File: config.mk
export PLATFORM = sky130hd
export DESIGN_NAME = csia_core_sfr
export DESIGN_NICKNAME = d
export VERILOG_FILES = /design/src/csia_pkg.sv /design/src/csia_core_sfr.sv
export SDC_FILE = /design/constraint.sdc
export NUM_CORES = 1
export LEC_CHECK = 0
export ABC_AREA = 0
export CORE_MARGIN = 3
export CORE_UTILIZATION = 30
export DETAILED_ROUTE_END_ITERATION = 12
export DONT_BUFFER_PORTS = 1
export GPL_TIMING_DRIVEN = 1
export SYNTH_ARGS = -nofsm -noshare
export SYNTH_HDL_FRONTEND = slang
export SYNTH_SLANG_ARGS = --single-unit
File: constraint.sdc
create_clock -name CLK_I -period 2.25 [get_ports CLK_I]
set_clock_uncertainty 0.2 [all_clocks]
set_input_delay 0.225 -clock CLK_I [delete_from_list [all_inputs] [get_ports CLK_I]]
set_output_delay 0.225 -clock CLK_I [all_outputs]
set_load 0.01 [all_outputs]
File: src/csia_pkg.sv
// Constants for the core SFR bank with indirect views of pointer zero
package csia_pkg;
    // ==========================================================
    // Register indices (byte address is four times the index)
    localparam logic [11:0] IDX_STACK_TOP_UPPER   = 12'hfff;
    localparam logic [11:0] IDX_STACK_TOP_HIGH    = 12'hffe;
    localparam logic [11:0] IDX_STACK_TOP_LOW     = 12'hffd;
    localparam logic [11:0] IDX_RETURN_STACK_IDX  = 12'hffc;
    localparam logic [11:0] IDX_PC_UPPER_HOLD     = 12'hffb;
    localparam logic [11:0] IDX_PC_HIGH_HOLD      = 12'hffa;
    localparam logic [11:0] IDX_PC_LOW_BYTE       = 12'hff9;
    localparam logic [11:0] IDX_TABLE_UPPER       = 12'hff8;
    localparam logic [11:0] IDX_TABLE_HIGH        = 12'hff7;
    localparam logic [11:0] IDX_TABLE_LOW         = 12'hff6;
    localparam logic [11:0] IDX_TABLE_LATCH       = 12'hff5;
    localparam logic [11:0] IDX_MULT_HIGH         = 12'hff4;
    localparam logic [11:0] IDX_MULT_LOW          = 12'hff3;
    localparam logic [11:0] IDX_IRQ_MAIN          = 12'hff2;
    localparam logic [11:0] IDX_IRQ_EDGES         = 12'hff1;
    localparam logic [11:0] IDX_IRQ_EXTERNAL      = 12'hff0;
    localparam logic [11:0] IDX_INDIRECT_PLAIN    = 12'hfef;
    localparam logic [11:0] IDX_INDIRECT_POST_UP  = 12'hfee;
    localparam logic [11:0] IDX_INDIRECT_POST_DN  = 12'hfed;
    localparam logic [11:0] IDX_INDIRECT_PRE_UP   = 12'hfec;
    localparam logic [11:0] IDX_POINTER_ZERO_HIGH = 12'hfea;
    localparam logic [11:0] IDX_POINTER_ZERO_LOW  = 12'hfe9;
    // ==========================================================
    // Field layout and reset values
    localparam int          STACK_TOP_UPPER_W  = 5;
    localparam int          PC_UPPER_W         = 6;
    localparam int          TABLE_UPPER_W      = 6;
    localparam int          POINTER_W          = 12;
    localparam int          POINTER_HIGH_W     = 4;
    localparam logic [7:0]  RST_ZERO           = 8'h00;
    localparam logic [7:0]  RST_IRQ_EDGES      = 8'hff;
    localparam logic [7:0]  RST_IRQ_EXTERNAL   = 8'hc0;
    localparam logic [7:0]  RETSTK_KEEP_MASK   = 8'hc0;
    localparam logic [7:0]  RETSTK_WR_MASK     = 8'h1f;
    localparam logic [7:0]  IRQ_MAIN_RST_MASK  = 8'h01;
    // ==========================================================
    // Memory side states
    typedef enum logic [1:0] {
        MS_IDLE,
        MS_WAIT
    } csia_mstate_t;
endpackage

File: src/csia_core_sfr.sv
// Core SFR bank on APB with indirect data memory views through pointer zero
//
// The APB slave port and the address map were chosen for this implementation.
`timescale 1ns/1ps
module csia_core_sfr #(
    parameter int ADDR_W = 14
) (
    // Clock and reset
    input  wire logic              CLK_I,
    input  wire logic              SYS_RST_I,
    // APB slave
    input  wire logic              PSEL_I,
    input  wire logic              PENABLE_I,
    input  wire logic              PWRITE_I,
    input  wire logic [ADDR_W-1:0] PADDR_I,
    input  wire logic [31:0]       PWDATA_I,
    output logic                   PREADY_O,
    output logic [31:0]            PRDATA_O,
    output logic                   PSLVERR_O,
    // Stack top entry from the stack logic
    input  wire logic [20:0]       STACK_TOP_ENTRY_I,
    // Data memory port
    output logic                   MEM_REQ_O,
    output logic                   MEM_WE_O,
    output logic [11:0]            MEM_ADDR_O,
    output logic [7:0]             MEM_WDATA_O,
    input  wire logic              MEM_ACK_I,
    input  wire logic [7:0]        MEM_RDATA_I,
    // Table pointer view
    output logic [21:0]            TABLE_INDEX_O,
    // Pointer zero view
    output logic [11:0]            POINTER_ZERO_O
);
    typedef struct packed {
        logic [7:0]           stack_top_low;
        logic [7:0]           ret_stack_idx;
        logic [7:0]           pc_upper;
        logic [7:0]           pc_high;
        logic [7:0]           pc_low;
        logic [7:0]           tbl_upper;
        logic [7:0]           tbl_high;
        logic [7:0]           tbl_low;
        logic [7:0]           tbl_latch;
        logic [7:0]           mult_high;
        logic [7:0]           mult_low;
        logic [7:0]           irq_main;
        logic [7:0]           irq_edges;
        logic [7:0]           irq_ext;
        logic [11:0]          ptr0;
        csia_pkg::csia_mstate_t mstate;
        logic                 mem_req;
        logic                 mem_we;
        logic [11:0]          mem_addr;
        logic [7:0]           mem_wdata;
        logic                 ready;
        logic [31:0]          rdata;
        logic                 slverr;
    } csia_state_t;

    csia_state_t st_r;
    csia_state_t st_nxt;

    // ==========================================================
    // Decode
    logic [11:0] idx;
    logic        setup;
    logic        is_view;
    logic        hit;
    assign idx   = PADDR_I[13:2];
    assign setup = PSEL_I && PENABLE_I && !st_r.ready;
    assign is_view = (idx == csia_pkg::IDX_INDIRECT_PLAIN)
                  || (idx == csia_pkg::IDX_INDIRECT_POST_UP)
                  || (idx == csia_pkg::IDX_INDIRECT_POST_DN)
                  || (idx == csia_pkg::IDX_INDIRECT_PRE_UP);
    always_comb begin
        hit = 1'b1;
        case (idx)
            csia_pkg::IDX_STACK_TOP_UPPER, csia_pkg::IDX_STACK_TOP_HIGH,
            csia_pkg::IDX_STACK_TOP_LOW, csia_pkg::IDX_RETURN_STACK_IDX,
            csia_pkg::IDX_PC_UPPER_HOLD, csia_pkg::IDX_PC_HIGH_HOLD,
            csia_pkg::IDX_PC_LOW_BYTE, csia_pkg::IDX_TABLE_UPPER,
            csia_pkg::IDX_TABLE_HIGH, csia_pkg::IDX_TABLE_LOW,
            csia_pkg::IDX_TABLE_LATCH, csia_pkg::IDX_MULT_HIGH,
            csia_pkg::IDX_MULT_LOW, csia_pkg::IDX_IRQ_MAIN,
            csia_pkg::IDX_IRQ_EDGES, csia_pkg::IDX_IRQ_EXTERNAL,
            csia_pkg::IDX_INDIRECT_PLAIN, csia_pkg::IDX_INDIRECT_POST_UP,
            csia_pkg::IDX_INDIRECT_POST_DN, csia_pkg::IDX_INDIRECT_PRE_UP,
            csia_pkg::IDX_POINTER_ZERO_HIGH, csia_pkg::IDX_POINTER_ZERO_LOW: hit = 1'b1;
            default: hit = 1'b0;
        endcase
    end

    // ==========================================================
    // Read mux for plain registers
    logic [7:0] rd_byte;
    always_comb begin
        case (idx)
            csia_pkg::IDX_STACK_TOP_UPPER:
                rd_byte = {3'h0, STACK_TOP_ENTRY_I[20:16]};
            csia_pkg::IDX_STACK_TOP_HIGH:   rd_byte = STACK_TOP_ENTRY_I[15:8];
            csia_pkg::IDX_STACK_TOP_LOW:    rd_byte = st_r.stack_top_low;
            csia_pkg::IDX_RETURN_STACK_IDX: rd_byte = st_r.ret_stack_idx;
            csia_pkg::IDX_PC_UPPER_HOLD:    rd_byte = st_r.pc_upper;
            csia_pkg::IDX_PC_HIGH_HOLD:     rd_byte = st_r.pc_high;
            csia_pkg::IDX_PC_LOW_BYTE:      rd_byte = st_r.pc_low;
            csia_pkg::IDX_TABLE_UPPER:      rd_byte = st_r.tbl_upper;
            csia_pkg::IDX_TABLE_HIGH:       rd_byte = st_r.tbl_high;
            csia_pkg::IDX_TABLE_LOW:        rd_byte = st_r.tbl_low;
            csia_pkg::IDX_TABLE_LATCH:      rd_byte = st_r.tbl_latch;
            csia_pkg::IDX_MULT_HIGH:        rd_byte = st_r.mult_high;
            csia_pkg::IDX_MULT_LOW:         rd_byte = st_r.mult_low;
            csia_pkg::IDX_IRQ_MAIN:         rd_byte = st_r.irq_main;
            csia_pkg::IDX_IRQ_EDGES:        rd_byte = st_r.irq_edges;
            csia_pkg::IDX_IRQ_EXTERNAL:     rd_byte = st_r.irq_ext;
            csia_pkg::IDX_POINTER_ZERO_HIGH: rd_byte = {4'h0, st_r.ptr0[11:8]};
            csia_pkg::IDX_POINTER_ZERO_LOW: rd_byte = st_r.ptr0[7:0];
            default:                        rd_byte = 8'h00;
        endcase
    end

    // ==========================================================
    // Next state
    logic [7:0] wb;
    assign wb = PWDATA_I[7:0];
    always_comb begin
        st_nxt       = st_r;
        st_nxt.ready = 1'b0;
        case (st_r.mstate)
            csia_pkg::MS_IDLE: begin
                if (setup && (!hit || !is_view)) begin
                    st_nxt.ready  = 1'b1;
                    st_nxt.slverr = !hit;
                    st_nxt.rdata  = PWRITE_I ? 32'h0 : {24'h0, rd_byte};
                    if (PWRITE_I && hit) begin
                        case (idx)
                            csia_pkg::IDX_STACK_TOP_LOW:  st_nxt.stack_top_low = wb;
                            csia_pkg::IDX_RETURN_STACK_IDX:
                                st_nxt.ret_stack_idx = (st_r.ret_stack_idx
                                    & csia_pkg::RETSTK_KEEP_MASK)
                                    | (wb & csia_pkg::RETSTK_WR_MASK);
                            csia_pkg::IDX_PC_UPPER_HOLD:
                                st_nxt.pc_upper = {2'h0, wb[csia_pkg::PC_UPPER_W-1:0]};
                            csia_pkg::IDX_PC_HIGH_HOLD:   st_nxt.pc_high = wb;
                            csia_pkg::IDX_PC_LOW_BYTE:    st_nxt.pc_low = wb;
                            csia_pkg::IDX_TABLE_UPPER:
                                st_nxt.tbl_upper = {2'h0, wb[csia_pkg::TABLE_UPPER_W-1:0]};
                            csia_pkg::IDX_TABLE_HIGH:     st_nxt.tbl_high = wb;
                            csia_pkg::IDX_TABLE_LOW:      st_nxt.tbl_low = wb;
                            csia_pkg::IDX_TABLE_LATCH:    st_nxt.tbl_latch = wb;
                            csia_pkg::IDX_MULT_HIGH:      st_nxt.mult_high = wb;
                            csia_pkg::IDX_MULT_LOW:       st_nxt.mult_low = wb;
                            csia_pkg::IDX_IRQ_MAIN:       st_nxt.irq_main = wb;
                            csia_pkg::IDX_IRQ_EDGES:      st_nxt.irq_edges = wb;
                            csia_pkg::IDX_IRQ_EXTERNAL:   st_nxt.irq_ext = wb;
                            csia_pkg::IDX_POINTER_ZERO_HIGH:
                                st_nxt.ptr0[11:8] = wb[csia_pkg::POINTER_HIGH_W-1:0];
                            csia_pkg::IDX_POINTER_ZERO_LOW: st_nxt.ptr0[7:0] = wb;
                            default: st_nxt.slverr = 1'b0;
                        endcase
                    end
                end else if (setup) begin
                    // Views hold no storage; the access goes to data memory
                    st_nxt.mstate    = csia_pkg::MS_WAIT;
                    st_nxt.mem_req   = 1'b1;
                    st_nxt.mem_we    = PWRITE_I;
                    st_nxt.mem_wdata = wb;
                    st_nxt.slverr    = 1'b0;
                    st_nxt.mem_addr  = st_r.ptr0;
                    if (idx == csia_pkg::IDX_INDIRECT_PRE_UP) begin
                        st_nxt.mem_addr = st_r.ptr0 + 12'h001;
                        st_nxt.ptr0     = st_r.ptr0 + 12'h001;
                    end
                end
            end
            csia_pkg::MS_WAIT: begin
                if (MEM_ACK_I) begin
                    st_nxt.mem_req = 1'b0;
                    st_nxt.mstate  = csia_pkg::MS_IDLE;
                    st_nxt.ready   = 1'b1;
                    st_nxt.rdata   = st_r.mem_we ? 32'h0 : {24'h0, MEM_RDATA_I};
                    // Single step per access, taken on the same edge as ready so the next sees it
                    if (idx == csia_pkg::IDX_INDIRECT_POST_UP)
                        st_nxt.ptr0 = st_r.ptr0 + 12'h001;
                    else if (idx == csia_pkg::IDX_INDIRECT_POST_DN)
                        st_nxt.ptr0 = st_r.ptr0 - 12'h001;
                end
            end
            default: st_nxt.mstate = csia_pkg::MS_IDLE;
        endcase
    end

    // ==========================================================
    // State register
    always_ff @(posedge CLK_I) begin
        if (SYS_RST_I) begin
            st_r               <= '0;
            st_r.mstate        <= csia_pkg::MS_IDLE;
            st_r.stack_top_low <= csia_pkg::RST_ZERO;
            st_r.pc_upper      <= csia_pkg::RST_ZERO;
            st_r.pc_high       <= csia_pkg::RST_ZERO;
            st_r.pc_low        <= csia_pkg::RST_ZERO;
            st_r.tbl_upper     <= csia_pkg::RST_ZERO;
            st_r.tbl_latch     <= csia_pkg::RST_ZERO;
            st_r.irq_edges     <= csia_pkg::RST_IRQ_EDGES;
            st_r.irq_ext       <= csia_pkg::RST_IRQ_EXTERNAL;
        end else begin
            st_r <= st_nxt;
        end
    end

    // ==========================================================
    // Outputs
    assign PREADY_O       = st_r.ready;
    assign PRDATA_O       = st_r.rdata;
    assign PSLVERR_O      = st_r.slverr && st_r.ready;
    assign MEM_REQ_O      = st_r.mem_req;
    assign MEM_WE_O       = st_r.mem_we;
    assign MEM_ADDR_O     = st_r.mem_addr;
    assign MEM_WDATA_O    = st_r.mem_wdata;
    assign TABLE_INDEX_O  = {st_r.tbl_upper[5:0], st_r.tbl_high, st_r.tbl_low};
    assign POINTER_ZERO_O = st_r.ptr0;
endmodule

* Yosys cells after proc, flatten, opt, wreduce, memory -nomap -nowiden
Index checks and enable logic that the tools add are counted.
W data, S select, Z words.
** Storage, ports and cells
- Output and inout port bits :: 90
- Input port bits :: 81
- Bits in registers :: 178
** Cells by class
- Reduce and logical (&&, ||, !) cells :: 38
- Equality and inequality tests :: 32
- Add/sub/neg operators :: 2
- Muxes and demuxes :: 24
- Bitwise gates (word level) :: 2
** Operators by type and width (number)
- $eq A12 B12 Y1 const B :: 22
- $pmux W8 S18 :: 1
- $mux W33 :: 2
- $pmux W33 S2 :: 1
- $mux W12 :: 5
- $reduce_and A4 Y1 :: 15
- $mux W36 :: 1
- $mux W24 :: 1
- $mux W8 :: 3
- $pmux W12 S2 :: 1
- $reduce_or A22 Y1 :: 1
- $reduce_or A16 Y1 :: 1
- $mux W15 :: 1
- $add A12 B1 Y12 const B :: 1
- $reduce_and A6 Y1 :: 2
- $sub A12 B1 Y12 const B :: 1
- $ne A3 B3 Y1 const B :: 3
- $reduce_and A3 Y1 :: 3
- $ne A2 B2 Y1 const B :: 4
- $or A8 B5 Y8 :: 1
- $ne A3 B2 Y1 const B :: 2
- $logic_and A1 B1 Y1 :: 5
- $mux W1 :: 5
- $logic_or A1 B1 Y1 :: 4
- other kinds (9) :: 12

* Logic depth before layout (Yosys ltp)
- Depth in word-level cells :: 9
- Depth in mapped cells :: 10

* Least setup slack after synthesis
OpenSTA, ideal clock, no wires.
- Path type :: register -> register
- Start point :: reg st_r, in the netlist POINTER_ZERO_O[5]
- End point :: reg st_r, in the netlist POINTER_ZERO_O[11]
- Setup slack :: 16 ps
- Arrival time :: 1901 ps
- Setup time :: 133 ps
- Cell stages (with the launch flop) :: 8
- Data required time :: 1917 ps
- Period minus slack after synthesis :: 2234 ps
- Cell sequence :: dfxtp_1 -> buf_2 -> nand2_1 -> or4_1 -> xnor2_1 -> a32o_1 -> a211oi_1 -> a211oi_2
** On the way
- Cells in the longest elaborated chain, start to end :: 5
- Elaborated cells on any way between the ends :: 9
- Classes of those cells :: add/sub: 2; mux: 7
** Ends and longest elaborated chain
- from (decl) :: RTL line csia_core_sfr.sv:60 : csia_state_t st_r;
- from (signal assigned) :: RTL line csia_core_sfr.sv:207 : st_r <= st_nxt;
- $sub A12 B1 Y12 or $add A12 B1 Y12 (tied branches) :: RTL line csia_core_sfr.sv:185, csia_core_sfr.sv:171, csia_core_sfr.sv:183
- $mux W12 (on tied branches) :: RTL line csia_core_sfr.sv:184, csia_core_sfr.sv:169
- $mux W12 or $mux W36 (tied branches) :: RTL line csia_core_sfr.sv:182, csia_core_sfr.sv:161
- $mux W15 or $mux W12 (tied branches) :: RTL line csia_core_sfr.sv:176, csia_core_sfr.sv:130
- $pmux W12 S2 * :: RTL line csia_core_sfr.sv:128 : case (st_r.mstate)
Every way passes the cells marked *; elsewhere a longest branch is shown, timed or not. The select of a mux whose other input is x is not followed.
A chain may end at the register's enable or synchronous reset.

* Worst setup path in the final report
- Start point :: reg st_r, in the netlist POINTER_ZERO_O[4]
- End point :: reg st_r, in the netlist POINTER_ZERO_O[7]
Same word-level chain as after synthesis.

==> impl_metrics.yaml <==
synthesis:
  ys_top_cells_by_area: "dfxtp_1 (35%), mux2i_1 (13%), buf_4 (7.9%)"
  seq_area_frac_synth_pct: 34.9
  synth_edf_count: 0
  yosysWarnings: 0
  synth_top_area_share_pct: 34.9
  synth_ff_type: "dfxtp_1"
  syn_inst: 967
  syn_avg_cell_area_sq_um: 8.91
  yosysMostFrequentCell: "dfxtp_1"
  synthDistinctLibCells: 82
  yosys.area.top_type: "dfxtp_1"
  synthTopCellsByCount: "dfxtp_1 (150), nor2_1 (133), mux2i_1 (113), buf_4 (91), nand2_1 (51)"
  async_reset_ff_share_pct: 0
  synth_area_sq_um: 8610
  ys_ff_latch: 150
floorplan:
  fp.coreArea_sq_um: 28000
  initial_core_util_pct: 30.7
  num_rows: 61
  die_h_microns: 175
  die_w_microns: 175
  die_area_sq_um: 30800
  ios: 171
worst_setup_path:
  cp_max_fo: 4
  critical-path-top-delay-family: "simple AND/OR/NAND/NOR gates"
  critPathKind: "reg2reg"
  startpoint_type: "register"
  cp.required_ns: 2.36
  r2r_start: "POINTER_ZERO_O[4]"
  worstPathArrival_ns: 2.36
  cp_slowest_cell: "or4_4"
  rr_worst_depth: 5
  r2r_end: "POINTER_ZERO_O[7]"
  cp_common_cell: "or4_4"
  cp_cell_sequence: "or4_4, or4_4, a21oi_4, a2bb2oi_2, a31oi_1"
  reg2reg_slack_ns: 0.002
  slowest_delay_ns: 0.57
  endpoint_kind: "register"
  crit_buf_inv: 0
timing:
  timing.slew.headroom_pct: 29.8
  setup_ws_ns: 0.00170
  finalMaxSlewViolations: 0
  fin_crit_ns: 2.25
  worstMarginPinSlew_ns: 1.05
  rsz0062_at_grt: "yes"
  finalCritPeriodShare_pct: 99.9
  hold_violations: 146
  whs_ns: -0.343
  setup_viol: 0
  clock.fmax_mhz: 445
pwr:
  switchingPower_w: 0.00170
  pwr-share-seq_pct: 43.4
  clkPwrFrac_pct: 48.1
  pwr-share-comb_pct: 8.4
  p_sw_share_pct: 27.5
  ir_drop_mv: 0.429
  p_int_w: 0.00447
  p_per_area_nw_per_um2: 623
  p_leak_nw: 3.42
hold_path:
  hold_end: "MEM_ADDR_O[9]"
  worstHoldStart: "SYS_RST_I"
  hold_path_depth: 1
  hp-class: "in2reg"
placement:
  dpl-instance-area_sq_um: 8960
  place_worst_setup_slack_ns: -0.0623
  routabilityCongestion: 0.886
  numPlacedInstances: 1306
  hpwl_microns: 20500
  io_buffers: 0
clock_tree:
  cts_tree: "done"
  cts_hold_buf: 12
  clk_latency_ns: 0.45
  path_clk_slew_ns: 0.07
  cts-root-buf: "clkbuf_16"
  htree_num_levels: 4
  numCtsBuffers: 17
  clock_path_buffers: 2
  clock_sinks: 150
global_routing:
  antenna_found_initial: 1
  grt_usage_pct: 18.3
  first_global_vias: 6968
  grt_max_degree: 158
  gr-total-overflow: 0
  grt_pass1_wl_microns: 43500
drt:
  vias: 7374
  drc: 0
  drtIter0Drc: 788
  wirelength_microns: 29300
  drtPass1Iterations: 6
  drtAntennaViolNets: 0
  wl_per_cell_microns: 21.6
  via_per_inst: 5.43
outcome:
  status: "finished, violations left"
  violations: "negative hold slack"
layout:
  post-route-cell-area_sq_um: 9900
  final_cells: 1357
  utilization_pct: 35.4
  final_layout_size_suffix_gt1_share_pct: 21.8
  antenna_cells: 0
  finalNetCount: 1049
  syn_to_final_growth_pct: 15.0
flow_run:
  maxCapViolCount: 0
==> power groups by stage <==
| stage | combinational (W) | sequential (W) | clock [W] |
|---|---|---|---|
| after CTS | 0.000489 | 0.00268 | 0.00301 |
| final | 0.000520 | 0.00268 | 0.00297 |
| after detailed placement | 0.000417 | 0.00274 | 0 |
| after floorplan | 0.000413 | 0.00274 | 0 |
| after global placement | 0.000420 | 0.00274 | 0 |
| after global routing | 0.000549 | 0.00268 | 0.00311 |
==> flip-flops by register name, indices dropped and copies added (netlist names) <==
signal / count
MEM_ADDR_O: 12
MEM_REQ_O: 1
MEM_WDATA_O: 8
MEM_WE_O: 1
POINTER_ZERO_O: 12
PRDATA_O: 8
PREADY_O: 1
TABLE_INDEX_O: 22
st_r: 85
==> timing repair <==
| item | 4_1_cts | 5_1_grt |
|---|---|---|
| gates cloned | 0 | 0 |
| endpoints found under the hold margin | 150 | 146 |
| gates resized for setup | 5 | 24 |
| buffers inserted | 0 | 7 |
| endpoints found under the setup margin | 4 | 42 |
| pin swaps | 0 | 13 |
==> layer usage <==
metal  part of all wire (%)  up-vias  GRT usage, %  routed length (microns)
li1                       -     3369             -                        -
met1                     42     3606          23.0                    12200
met2                     47      321          30.0                    13700
met3                    8.3       76          5.14                     2430
met4                    3.5        2          7.09                     1040
met5                  0.024        -             0                        7
==> per-stage QoR <==
stage	power (W)	setup TNS, ns
after global placement	0.00316	-0.776
after floorplan	0.00315	0
after detailed placement	0.00316	-1.46
final	0.00617	0
after CTS	0.00618	0
after global routing	0.00634	-0.134
==> final cells by class <==
class / instances / area [sq um]
well taps: 378 / 473
multi-input cells: 663 / 4770
clock buffers: 17 / 425
flip-flops and latches: 150 / 3010
fillers: 2884 / 18100
inverters: 15 / 56.3
repair buffers: 119 / 993
clock inverters: 15 / 179
==> kinds of logic (layout without fill, tap and decap cells) <==
group           count (synthesis)  after routing  synth area share [%]
flops                         150            150                  34.9
fa+ha+maj                       2              2                 0.291
compound gates                180            180                  14.9
xor+xnor                       15             15                  1.53
other cells                     1             24                0.0435
simple gates                  311            311                  19.6
mux                           131            131                  16.8
buf+inv                       177            166                  12.0
==> cell usage in the layout (no fill, tap or decap), types with 17 or more instances in the layout <==
cell type / count
buf_4: 100
dfxtp_1: 147
conb_1: 24
nor2b_1: 18
mux2i_1: 113
nor2_1: 132
a21oi_1: 40
clkbuf_16: 17
nand2_1: 51
==> worst max-delay path by stage <==
| stage | startpoint | to | slack [ns] | cells past startpoint |
|---|---|---|---|---|
| after floorplan | POINTER_ZERO_O[5] | POINTER_ZERO_O[11] | 0.02 | 7 |
| after global placement | PADDR_I[12] | TABLE_INDEX_O[8] | -0.04 | 6 |
| after detailed placement | PADDR_I[12] | TABLE_INDEX_O[4] | -0.06 | 6 |
| after CTS | POINTER_ZERO_O[0] | POINTER_ZERO_O[6] | 0.005 | 7 |
| after global routing | POINTER_ZERO_O[4] | POINTER_ZERO_O[11] | -0.08 | 7 |
| final | POINTER_ZERO_O[4] | POINTER_ZERO_O[7] | 0.002 | 5 |
Power figures use the tool's default switching activity.
